[config.mk]
export PLATFORM = sky130hd
export DESIGN_NAME = gcs_dma_top
export DESIGN_NICKNAME = d
export VERILOG_FILES = /design/src/hw/gcs_pkg.sv /design/src/hw/gcs_sync.sv /design/src/hw/gcs_byte_mem.sv /design/src/hw/gcs_dma_top.sv
export SDC_FILE = /design/constraint.sdc
export NUM_CORES = 1
export LEC_CHECK = 0
export ABC_CLOCK_PERIOD_IN_PS = 5600
export BUFFER_PORTS_ARGS = -buffer_cell sky130_fd_sc_hd__clkbuf_2
export CORE_MARGIN = 2
export CORE_UTILIZATION = 65
export CTS_CLUSTER_SIZE = 30
export DETAILED_ROUTE_END_ITERATION = 6
export PLACE_DENSITY = 0.83
export SLEW_MARGIN = 10
export SYNTH_ARGS = -nofsm -noshare
export SYNTH_HDL_FRONTEND = slang
export SYNTH_SLANG_ARGS = --single-unit
[constraint.sdc]
create_clock -name clk -period 5.6 [get_ports clk]
set_clock_uncertainty 0.1 [all_clocks]
set_input_delay 0.84 -clock clk [delete_from_list [all_inputs] [get_ports clk]]
set_output_delay 0.84 -clock clk [all_outputs]
set_load 0.01 [all_outputs]
[src/hw/gcs_pkg.sv]
// Constants shared by the cycle-steal transfer block.
// Assumes a 32-bit Avalon-MM slave port with byte addresses.
package gcs_pkg;
	localparam int ADDR_W = 5;
	localparam int DATA_W = 32;
	localparam int BYTE_W = 8;
	localparam int CNT_W = 16;
	localparam int MEM_AW = 6;
	localparam int SYNC_W = 15;

	// Register byte offsets
	localparam logic [4:0] REG_CTRL = 5'h00;
	localparam logic [4:0] REG_COUNT = 5'h04;
	localparam logic [4:0] REG_MADDR = 5'h08;
	localparam logic [4:0] REG_STATUS = 5'h0c;
	localparam logic [4:0] REG_IN_BYTE = 5'h10;
	localparam logic [4:0] REG_OUT_BYTE = 5'h14;
	localparam logic [4:0] REG_MEM_PTR = 5'h18;
	localparam logic [4:0] REG_MEM_DATA = 5'h1c;

	// Control fields
	localparam int CTRL_W = 5;
	localparam int CTRL_DMA_EN = 0;
	localparam int CTRL_TALK_DIR = 1;
	localparam int CTRL_LISTEN = 2;
	localparam int CTRL_TALK = 3;
	localparam int CTRL_FEOI = 4;
	localparam logic [4:0] CTRL_RST = 5'h00;

	// Status fields
	localparam int ST_COUNT_ZERO = 0;
	localparam int ST_BYTE_IN = 1;
	localparam int ST_END = 2;
	localparam int ST_BUS_REQ = 3;
	localparam int ST_ADDRESSED = 4;
	localparam int ST_OUT_FULL = 5;

	localparam logic [15:0] COUNT_RST = 16'h0000;
	localparam logic [15:0] COUNT_ONE = 16'h0001;
	localparam logic [5:0] MADDR_RST = 6'h00;
	localparam logic [5:0] MADDR_ONE = 6'h01;
	localparam logic [7:0] BYTE_RST = 8'h00;
	localparam logic [31:0] READ_ZERO = 32'h0000_0000;

	// Positions within the synchronised pin vector
	localparam int SY_E = 14;
	localparam int SY_Q = 13;
	localparam int SY_BA = 12;
	localparam int SY_BS = 11;
	localparam int SY_EOI = 10;
	localparam int SY_DAV = 9;
	localparam int SY_NDAC = 8;

	typedef enum logic [1:0] {DMA_IDLE, DMA_PRE_DEAD, DMA_XFER, DMA_POST_DEAD} gcs_dma_state_type;
	typedef enum logic [1:0] {BUS_IDLE, BUS_FETCH, BUS_DONE} gcs_bus_phase_type;
endpackage : gcs_pkg

[src/hw/gcs_sync.sv]
// Two-stage synchroniser for a group of pin inputs.
// Assumes inputs are asynchronous to clk; only the second stage is read.
`timescale 1ns/10ps
module gcs_sync #(
	parameter int WIDTH = 15
) (
	input wire logic clk,
	input wire logic reset_n,
	input wire logic [WIDTH-1:0] pin,
	output logic [WIDTH-1:0] sync
);
	genvar i;
	generate
		for (i = 0; i < WIDTH; i++)
		begin : g_bit
			logic meta;
			always_ff @(posedge clk or negedge reset_n)
			begin
				if (!reset_n)
				begin
					meta <= 1'b1;
					sync[i] <= 1'b1;
				end
				else
				begin
					meta <= pin[i];
					sync[i] <= meta;
				end
			end
		end
	endgenerate
endmodule : gcs_sync

[src/hw/gcs_byte_mem.sv]
// Block buffer for transferred bytes, one write and one registered read port.
// Assumes the caller arbitrates between engine and software.
`timescale 1ns/10ps
module gcs_byte_mem (
	input wire logic clk,
	input wire logic we,
	input wire logic [gcs_pkg::MEM_AW-1:0] waddr,
	input wire logic [gcs_pkg::BYTE_W-1:0] wdata,
	input wire logic [gcs_pkg::MEM_AW-1:0] raddr,
	output logic [gcs_pkg::BYTE_W-1:0] rdata
);
	logic [gcs_pkg::BYTE_W-1:0] store [0:(1<<gcs_pkg::MEM_AW)-1];

	always_ff @(posedge clk)
	begin
		if (we)
			store[waddr] <= wdata;
		rdata <= store[raddr];
	end
endmodule : gcs_byte_mem

[src/hw/gcs_dma_top.sv]
// Cycle-steal transfer control: adapter request, controller, request
// synchroniser, dead-cycle handover and Avalon-MM register slave.
// Assumes processor clocks, bus status and instrument lines arrive as pins.
//
// How it works
// Listener byte arrival raises adapter transfer request
// Bus request aligned to Q, shown while high
// Processor halts after current E cycle
// Processor floats bus, drives BA, BS high
// Controller grant is bus available AND status
// Adapter grant high during transfer E pulse
// Requests drop after move; one post dead cycle
// Each transfer spans exactly three E pulses
// Asserted end-or-identify blocks listener bus request
// Software moves last byte, disables controller
// Software enables controller on listener active
// Listener count loaded above expected length
// Talker count loaded with length minus one
// Forced end bit drives end-or-identify low
// Talker request on entry and each acceptance
// Controller interrupt only when count reaches zero
// Software traps E2 or sends last byte
// No adapter pending status means trap E3
// Addressed flag clear: disable controller, monitor
// Role flip mid-block traps E1, restart
// End status: disable controller, poll byte-in
// Remote talker releases end-or-identify after byte
// Sync flop captures on Q rise, transparent high
// Dead cycles disable all peripheral chip selects
// Bus request held off after reset
`timescale 1ns/10ps
module gcs_dma_top (
	input wire logic clk,
	input wire logic reset_n,
	input wire logic [gcs_pkg::ADDR_W-1:0] avs_address,
	input wire logic avs_read,
	input wire logic avs_write,
	input wire logic [gcs_pkg::DATA_W-1:0] avs_writedata,
	output logic [gcs_pkg::DATA_W-1:0] avs_readdata,
	output logic avs_waitrequest,
	input wire logic e_clock,
	input wire logic q_clock,
	input wire logic bus_available,
	input wire logic bus_state_out,
	input wire logic eoi_n_in,
	output logic eoi_n_out,
	output logic eoi_oe_n,
	input wire logic dav_n_in,
	input wire logic ndac_n_in,
	input wire logic [gcs_pkg::BYTE_W-1:0] ib_data_in,
	output logic [gcs_pkg::BYTE_W-1:0] ib_data_out,
	output logic ib_data_oe_n,
	output logic dav_n_out,
	output logic ib_ready,
	output logic processor_bus_request_n,
	output logic dma_grant,
	output logic dead_cycle_select_gate_n,
	output logic dma_irq
);
	logic [gcs_pkg::SYNC_W-1:0] pin_sync;
	logic e_prev;
	logic q_prev;
	logic dav_prev;
	logic ndac_prev;
	logic talk_prev;
	logic e_rise;
	logic q_rise;
	logic dav_fall;
	logic ndac_rise;
	logic talk_rise;
	logic grant_in;
	logic eoi_active;

	logic [gcs_pkg::CTRL_W-1:0] ctrl;
	logic [gcs_pkg::CNT_W-1:0] count;
	logic [gcs_pkg::MEM_AW-1:0] dma_addr;
	logic [gcs_pkg::MEM_AW-1:0] mem_ptr;
	logic count_zero;
	logic byte_in_status;
	logic end_status;
	logic out_full;
	logic adapter_req;
	logic [gcs_pkg::BYTE_W-1:0] in_byte;
	logic [gcs_pkg::BYTE_W-1:0] out_byte;
	logic req_hold;

	gcs_pkg::gcs_dma_state_type state;
	gcs_pkg::gcs_dma_state_type next_state;
	gcs_pkg::gcs_bus_phase_type phase;

	logic wr_commit;
	logic rd_commit;
	logic [gcs_pkg::ADDR_W-1:0] reg_addr;
	logic move_done;
	logic controller_transfer_request;
	logic gated_request;
	logic next_bus_request;
	logic accept_done;
	logic mem_we;
	logic [gcs_pkg::MEM_AW-1:0] mem_waddr;
	logic [gcs_pkg::BYTE_W-1:0] mem_wdata;
	logic [gcs_pkg::MEM_AW-1:0] mem_raddr;
	logic [gcs_pkg::BYTE_W-1:0] mem_rdata;
	logic [gcs_pkg::DATA_W-1:0] read_mux;
	logic [gcs_pkg::DATA_W-1:0] status_word;

	gcs_sync #(
		.WIDTH(gcs_pkg::SYNC_W)
	) u_sync (
		.clk(clk),
		.reset_n(reset_n),
		.pin({e_clock, q_clock, bus_available, bus_state_out, eoi_n_in, dav_n_in, ndac_n_in, ib_data_in}),
		.sync(pin_sync)
	);

	gcs_byte_mem u_mem (
		.clk(clk),
		.we(mem_we),
		.waddr(mem_waddr),
		.wdata(mem_wdata),
		.raddr(mem_raddr),
		.rdata(mem_rdata)
	);

	// Edge detection on synchronised pins and on the talk control bit
	always_ff @(posedge clk or negedge reset_n)
	begin
		if (!reset_n)
		begin
			e_prev <= 1'b1;
			q_prev <= 1'b1;
			dav_prev <= 1'b1;
			ndac_prev <= 1'b1;
			talk_prev <= 1'b0;
		end
		else
		begin
			e_prev <= pin_sync[gcs_pkg::SY_E];
			q_prev <= pin_sync[gcs_pkg::SY_Q];
			dav_prev <= pin_sync[gcs_pkg::SY_DAV];
			ndac_prev <= pin_sync[gcs_pkg::SY_NDAC];
			talk_prev <= ctrl[gcs_pkg::CTRL_TALK];
		end
	end

	assign e_rise = pin_sync[gcs_pkg::SY_E] & ~e_prev;
	assign q_rise = pin_sync[gcs_pkg::SY_Q] & ~q_prev;
	assign dav_fall = ~pin_sync[gcs_pkg::SY_DAV] & dav_prev;
	assign ndac_rise = pin_sync[gcs_pkg::SY_NDAC] & ~ndac_prev;
	assign talk_rise = ctrl[gcs_pkg::CTRL_TALK] & ~talk_prev;
	assign grant_in = pin_sync[gcs_pkg::SY_BA] & pin_sync[gcs_pkg::SY_BS];
	assign eoi_active = ~pin_sync[gcs_pkg::SY_EOI];

	// Avalon access: request, fetch, answer with waitrequest low
	assign reg_addr = {avs_address[gcs_pkg::ADDR_W-1:2], 2'b00};
	assign wr_commit = avs_write & (phase == gcs_pkg::BUS_DONE);
	assign rd_commit = avs_read & (phase == gcs_pkg::BUS_DONE);

	always_ff @(posedge clk or negedge reset_n)
	begin
		if (!reset_n)
		begin
			phase <= gcs_pkg::BUS_IDLE;
			avs_waitrequest <= 1'b1;
			avs_readdata <= gcs_pkg::READ_ZERO;
		end
		else
		begin
			case (phase)
				gcs_pkg::BUS_IDLE:
				begin
					if (avs_read | avs_write)
						phase <= gcs_pkg::BUS_FETCH;
				end
				gcs_pkg::BUS_FETCH:
				begin
					phase <= gcs_pkg::BUS_DONE;
					avs_waitrequest <= 1'b0;
					avs_readdata <= avs_read ? read_mux : gcs_pkg::READ_ZERO;
				end
				default:
				begin
					phase <= gcs_pkg::BUS_IDLE;
					avs_waitrequest <= 1'b1;
				end
			endcase
		end
	end

	assign status_word = {26'h0, out_full, ctrl[gcs_pkg::CTRL_LISTEN] | ctrl[gcs_pkg::CTRL_TALK],
		~processor_bus_request_n, end_status, byte_in_status, count_zero};

	always_comb
	begin
		case (reg_addr)
			gcs_pkg::REG_CTRL: read_mux = {27'h0, ctrl};
			gcs_pkg::REG_COUNT: read_mux = {16'h0, count};
			gcs_pkg::REG_MADDR: read_mux = {26'h0, dma_addr};
			gcs_pkg::REG_STATUS: read_mux = status_word;
			gcs_pkg::REG_IN_BYTE: read_mux = {24'h0, in_byte};
			gcs_pkg::REG_OUT_BYTE: read_mux = {24'h0, out_byte};
			gcs_pkg::REG_MEM_PTR: read_mux = {26'h0, mem_ptr};
			gcs_pkg::REG_MEM_DATA: read_mux = {24'h0, mem_rdata};
			default: read_mux = gcs_pkg::READ_ZERO;
		endcase
	end

	// Handover sequence stepped on E rising edges
	assign move_done = e_rise & (state == gcs_pkg::DMA_XFER);

	always_comb
	begin
		next_state = state;
		case (state)
			gcs_pkg::DMA_IDLE:
			begin
				if (e_rise & ~processor_bus_request_n & grant_in)
					next_state = gcs_pkg::DMA_PRE_DEAD;
			end
			gcs_pkg::DMA_PRE_DEAD:
			begin
				if (e_rise)
					next_state = gcs_pkg::DMA_XFER;
			end
			gcs_pkg::DMA_XFER:
			begin
				if (e_rise)
					next_state = gcs_pkg::DMA_POST_DEAD;
			end
			default:
			begin
				if (e_rise)
					next_state = gcs_pkg::DMA_IDLE;
			end
		endcase
	end

	always_ff @(posedge clk or negedge reset_n)
	begin
		if (!reset_n)
		begin
			state <= gcs_pkg::DMA_IDLE;
			dma_grant <= 1'b0;
			dead_cycle_select_gate_n <= 1'b1;
		end
		else
		begin
			state <= next_state;
			dma_grant <= next_state == gcs_pkg::DMA_XFER;
			dead_cycle_select_gate_n <= ~((next_state == gcs_pkg::DMA_PRE_DEAD) |
				(next_state == gcs_pkg::DMA_POST_DEAD));
		end
	end

	// Request synchroniser
	assign controller_transfer_request = ctrl[gcs_pkg::CTRL_DMA_EN] & adapter_req & ~count_zero &
		(state != gcs_pkg::DMA_POST_DEAD);
	assign gated_request = controller_transfer_request & (ctrl[gcs_pkg::CTRL_TALK_DIR] | ~eoi_active);
	assign next_bus_request = pin_sync[gcs_pkg::SY_Q] ? gated_request : req_hold;

	always_ff @(posedge clk or negedge reset_n)
	begin
		if (!reset_n)
		begin
			req_hold <= 1'b0;
			processor_bus_request_n <= 1'b1;
		end
		else
		begin
			if (q_rise | pin_sync[gcs_pkg::SY_Q])
				req_hold <= gated_request;
			processor_bus_request_n <= ~next_bus_request;
		end
	end

	// Control register; forced end clears once its byte is accepted
	assign accept_done = out_full & ndac_rise;

	always_ff @(posedge clk or negedge reset_n)
	begin
		if (!reset_n)
			ctrl <= gcs_pkg::CTRL_RST;
		else
		begin
			if (accept_done)
				ctrl[gcs_pkg::CTRL_FEOI] <= 1'b0;
			if (wr_commit & (reg_addr == gcs_pkg::REG_CTRL))
				ctrl <= avs_writedata[gcs_pkg::CTRL_W-1:0];
		end
	end

	// Byte counter, address and zero-count interrupt
	always_ff @(posedge clk or negedge reset_n)
	begin
		if (!reset_n)
		begin
			count <= gcs_pkg::COUNT_RST;
			dma_addr <= gcs_pkg::MADDR_RST;
			count_zero <= 1'b0;
			dma_irq <= 1'b0;
		end
		else
		begin
			if (wr_commit & (reg_addr == gcs_pkg::REG_COUNT))
				count <= avs_writedata[gcs_pkg::CNT_W-1:0];
			if (wr_commit & (reg_addr == gcs_pkg::REG_MADDR))
				dma_addr <= avs_writedata[gcs_pkg::MEM_AW-1:0];
			if (wr_commit & (reg_addr == gcs_pkg::REG_STATUS) & avs_writedata[gcs_pkg::ST_COUNT_ZERO])
				count_zero <= 1'b0;
			if (move_done)
			begin
				count <= count - gcs_pkg::COUNT_ONE;
				dma_addr <= dma_addr + gcs_pkg::MADDR_ONE;
				if (count == gcs_pkg::COUNT_ONE)
					count_zero <= 1'b1;
			end
			dma_irq <= count_zero;
		end
	end

	// Adapter transfer request
	always_ff @(posedge clk or negedge reset_n)
	begin
		if (!reset_n)
			adapter_req <= 1'b0;
		else
		begin
			if (move_done)
				adapter_req <= 1'b0;
			if (dav_fall & ctrl[gcs_pkg::CTRL_LISTEN])
				adapter_req <= 1'b1;
			if (talk_rise | (accept_done & ctrl[gcs_pkg::CTRL_TALK]))
				adapter_req <= 1'b1;
		end
	end

	// Listener side: byte capture, byte-in and end status
	always_ff @(posedge clk or negedge reset_n)
	begin
		if (!reset_n)
		begin
			in_byte <= gcs_pkg::BYTE_RST;
			byte_in_status <= 1'b0;
			end_status <= 1'b0;
			ib_ready <= 1'b0;
		end
		else
		begin
			if ((rd_commit & (reg_addr == gcs_pkg::REG_IN_BYTE)) | (move_done & ~ctrl[gcs_pkg::CTRL_TALK_DIR]))
				byte_in_status <= 1'b0;
			if (dav_fall & ctrl[gcs_pkg::CTRL_LISTEN])
			begin
				in_byte <= pin_sync[gcs_pkg::BYTE_W-1:0];
				byte_in_status <= 1'b1;
			end
			if (wr_commit & (reg_addr == gcs_pkg::REG_STATUS) & avs_writedata[gcs_pkg::ST_END])
				end_status <= 1'b0;
			if (eoi_active & ctrl[gcs_pkg::CTRL_LISTEN])
				end_status <= 1'b1;
			ib_ready <= ctrl[gcs_pkg::CTRL_LISTEN] & ~byte_in_status;
		end
	end

	// Talker side: output buffer, data valid and forced end
	always_ff @(posedge clk or negedge reset_n)
	begin
		if (!reset_n)
		begin
			out_byte <= gcs_pkg::BYTE_RST;
			out_full <= 1'b0;
			dav_n_out <= 1'b1;
			ib_data_out <= gcs_pkg::BYTE_RST;
			ib_data_oe_n <= 1'b1;
			eoi_n_out <= 1'b1;
			eoi_oe_n <= 1'b1;
		end
		else
		begin
			if (accept_done)
				out_full <= 1'b0;
			if (wr_commit & (reg_addr == gcs_pkg::REG_OUT_BYTE))
			begin
				out_byte <= avs_writedata[gcs_pkg::BYTE_W-1:0];
				out_full <= 1'b1;
			end
			else if (move_done & ctrl[gcs_pkg::CTRL_TALK_DIR])
			begin
				out_byte <= mem_rdata;
				out_full <= 1'b1;
			end
			dav_n_out <= ~(out_full & ctrl[gcs_pkg::CTRL_TALK]);
			ib_data_out <= out_byte;
			ib_data_oe_n <= ~ctrl[gcs_pkg::CTRL_TALK];
			eoi_n_out <= ~ctrl[gcs_pkg::CTRL_FEOI];
			eoi_oe_n <= ~ctrl[gcs_pkg::CTRL_FEOI];
		end
	end

	// Software memory pointer
	always_ff @(posedge clk or negedge reset_n)
	begin
		if (!reset_n)
			mem_ptr <= gcs_pkg::MADDR_RST;
		else if (wr_commit & (reg_addr == gcs_pkg::REG_MEM_PTR))
			mem_ptr <= avs_writedata[gcs_pkg::MEM_AW-1:0];
	end

	// Engine owns the read port while a transfer is in progress; its listener write wins over software in the move cycle
	always_comb
	begin
		mem_we = 1'b0;
		mem_waddr = mem_ptr;
		mem_wdata = avs_writedata[gcs_pkg::BYTE_W-1:0];
		mem_raddr = (state == gcs_pkg::DMA_IDLE) ? mem_ptr : dma_addr;
		if (move_done & ~ctrl[gcs_pkg::CTRL_TALK_DIR])
		begin
			mem_we = 1'b1;
			mem_waddr = dma_addr;
			mem_wdata = in_byte;
		end
		else if (wr_commit & (reg_addr == gcs_pkg::REG_MEM_DATA))
			mem_we = 1'b1;
	end
endmodule : gcs_dma_top

==> results.txt <==
The share of the clock period used by the worst path after layout is 80.3%, and the hold slack is 0.184 ns. The mean post-synth cell area works out to 13.5 um^2. The initial utilization of the core area, before any placement, comes to 65.7%.

TritonCTS built the clock tree. The stage delay of the slowest cell on the critical path works out to 0.98 ns. The count of flip-flops with a built-in enable after synthesis was 512; the buffer count from post-CTS setup fixing was 0. Excluding fillers, the count of instances in the completed layout stands at 2588.

The logs give 27300 um^2 for the instance area at placement and 0 for the final setup violation count. The cell taking the most area after synthesis was sky130_fd_sc_hd__edfxtp_1. In this run the remaining antenna-violating nets after routing total 0. Setup repair after global routing left no endpoint under its margin.

The core region area came out at 40700 um^2. The count of buffers from port buffering is 71. In this run the deepest clock path goes through 3 buffers. Summed over all nets, wire length on met2 after detailed routing comes to 32.0 mm.

The share of async-settable or async-resettable flops after synthesis works out to 19.5%. After detailed placement, the design holds a cell count of 2478. Clock tree synthesis found a total of 646 sinks. The first detailed-routing pass ran for 6 iterations.

The logs give 0 for the hold violation total from the final report and 2 for the total number of H-tree levels. In this run, post-CTS repair resized a total of 0 instances. The congestion estimate from routability-driven global placement came to 0.923. The total of hold buffers inserted after clock tree synthesis was 0. The number of different library cells in the post-synthesis netlist was 74; the actual slew at the worst max-slew pin was 1.26 ns. Cell occurring most often along the worst timing path: sky130_fd_sc_hd__nand2_1.

After synthesis, the most frequently instantiated cells are sky130_fd_sc_hd__edfxtp_1 (512), sky130_fd_sc_hd__nand2_1 (262), sky130_fd_sc_hd__nor2_1 (115), sky130_fd_sc_hd__a21oi_1 (110), sky130_fd_sc_hd__and3_1 (109). The number of warnings printed during yosys synthesis is 0. TritonCTS created 60 clock buffers. For the worst flop-to-flop path, the logic depth is 6. The largest individual stage delay along the critical path comes from the cell sky130_fd_sc_hd__dfrtp_1. The critical path in this run is classified as reg2reg.

Based on the critical path, the design can be clocked at up to 0.222 GHz. The setup total negative slack was 0 ns; the die span in y was 207 um. The run gives 0 as the initial antenna violation count. The kind of end point of the critical path was a flip-flop.

Of the post-synthesis cell area, the dominant cell type holds 57.5%. Kind of start point of the critical path: a flip-flop. The post-synthesis instance area was 26800 um^2.

The run finished with clean final reports. The overflow left after global routing is 0, and the final layout net count is 2067. The routed length per placed instance was 26.0 um; the post-layout minimum cycle time was 4.50 ns. The die covers 42800 um^2. Once layout is done, the placed cells without fillers occupy 29200 um^2. Summing over every cut layer, the via total after detailed routing is 18000. In this run the static leakage power is 10.2 nW. Chip width: 207 um.

The tool flagged a number of max-cap violations equal to 0. The max-slew violation total from the final report came out at 0. For this block, wires on met1 add up to 24.2 mm. The wire-length estimate of the detail-placed layout is 40.6 mm.

The path class of the tightest hold or removal check is in2reg. The cell count after synthesis came out at 1982. Global-route usage over all layers: 31.6%. Traced cell by cell, the critical path runs through and4bb_2 -> nand2b_1 -> nand2_1 -> o31ai_2 -> nand2_1 -> nor2_1. By instance count, the leading cell after synthesis is sky130_fd_sc_hd__edfxtp_1. The clock-pin slew of the registers on the worst-case setup and hold paths was 0.06 ns; the iteration-0 DRC count of the detailed router was 2683. The run gives 17400 as the number of global-route vias before repair.

Dividing the detail-routed via count by the number of cells gives 6.95. CTS placed an instance of sky130_fd_sc_hd__clkbuf_16 at the clock tree root. The hold-critical path depth was 1; the share of final-layout standard cells stronger than drive strength 1 was 13.7%. The number of standard-cell rows in the floorplan was 74; the area growth from synthesis to layout was 9.03%. The synthesized design contains 646 register bits.

Signal routing reaches up to met4. At the worst endpoint, the required time is 5.75 ns. The first global-routing pass estimated 101 mm of wire. Ranked by total cell area, the synthesized netlist is headed by sky130_fd_sc_hd__edfxtp_1 (57%), sky130_fd_sc_hd__dfrtp_1 (8.1%), sky130_fd_sc_hd__dfstp_2 (3.8%). Entering global routing, the biggest net connects 136 pins.

The worst ir drop on vdd came out at 0.522 mV. Of all nets on the critical path, the largest fanout is 23. DRC violation count after routing: 0. Detailed routing placed a total of 7.34 mm of wire on met3. At the worst endpoint, the arrival time is 4.64 ns. Power spread over the standard cell area amounts to 536 nW/um^2. 106 I/O pins were placed.

In the synthesized netlist the dominant register cell turns out to be sky130_fd_sc_hd__edfxtp_1. The part of the Yosys area used for sequential elements is 70.0%. Measured against its own limit, the worst slew margin works out to 15.7%. The clock reaches the later pin of the worst-skew pair after 0.63 ns. The tools report the total wirelength of the detailed-routed design as 67.4 mm.
==> flip-flops by register name, summed over array words and instances, names as in the netlist, 2 cells and up <==
register	cells
state	2
u_sync.sync	15
mem_ptr	6
ib_data_out	8
u_mem.rdata	8
ctrl	5
avs_readdata	16
u_sync.g_bit.meta	15
count	16
u_mem.store	512
phase	2
out_byte	8
in_byte	8
dma_addr	6
==> routing by layer <==
| metal | global-route usage [%] | vias up |
|---|---|---|
| met3 | 6.69 | 257 |
| met4 | 17.8 | 0 |
| met5 | 0 | - |
| li1 | - | 7642 |
| met2 | 50.1 | 1341 |
| met1 | 41.0 | 8745 |
==> report_power, final <==
| part | switching [mW] | internal [mW] | total (mW) |
|---|---|---|---|
| clock network | 1.71 | 2.17 | 3.88 |
| registers | 0.442 | 5.66 | 6.10 |
| logic | 3.95 | 1.70 | 5.66 |
==> layout by cell type (no fill, tap or decap), drive strengths merged, types with 9 or more instances in the layout <==
master  Yosys  routed
nand4       9       9
buf        92      23
mux2i      50      50
clkinv      0      27
nand3      37      37
a211oi    102     102
nor3       19      19
nor2      117     117
edfxtp    512     512
a21oi     110     110
o311ai     24      24
inv        15      17
o21ai      59      59
dfstp      39      39
a221oi     38      38
clkbuf     52     146
mux2       26      26
a31oi      24      24
a311o      14      14
a32oi      14      14
and3      112     112
conb        1      16
nand2b     11      11
dfrtp      87      87
a21boi     21      21
o22ai      16      16
nor4       28      28
nand2     265     265
==> final timing paths <==
check | from | end | slack (ns)
min in group asynchronous | reset_n | avs_readdata[0] | 0.25
min reg2reg | u_sync.g_bit[11].meta | u_sync.sync[11] | 0.25
max reg2reg | state[0] | u_mem.store[25][1] | 1.10
max in group asynchronous | reset_n | in_byte[5] | 3.99
min | ib_data_in[1] | u_sync.g_bit[1].meta | 0.18
max | state[0] | u_mem.store[25][1] | 1.10
==> final cells by class <==
class,count,area (um^2)
Multi-Input combinational cell,1192,7310
Fill cell,2500,11600
Sequential cell,646,18700
Clock buffer,76,1620
Clock inverter,33,230
Tap cell,532,666
Inverter,15,56.3
Timing Repair Buffer,93,561
Antenna cell,1,2.50
==> logic make-up (layout without fill, tap and decap cells) <==
logic type | count (synthesis) | in the layout | synth area share (%)
flip-flops | 646 | 646 | 70.0
AND/OR/NAND/NOR | 625 | 625 | 11.1
AO/OA/AOI/OAI | 466 | 466 | 12.2
buffers and inverters | 159 | 217 | 3.09
multiplexers | 81 | 81 | 3.44
adder cells (fa/ha/maj) | 3 | 3 | 0.140
other | 1 | 17 | 0.0140
XOR/XNOR | 1 | 1 | 0.0327
==> stage by stage <==
stage | setup WS (ns) | total power, mW | utilization, %
2_1_floorplan | 2.88 | 9.92 | -
3_3_place_gp | 1.46 | 11.4 | 67.1
3_5_place_dp | 1.25 | 11.6 | 67.1
4_1_cts | 1.24 | 15.5 | 71.6
5_1_grt | 0.926 | 16.2 | 71.6
6_report | 1.10 | 15.6 | 71.6
==> critical path, delay by kind of cell (launching register included) <==
kind	cells	cell delay (ns)
flops	1	0.98
compound gates	1	0.42
simple gates	5	2.61
No activity file was read; power rests on OpenSTA's default activity.
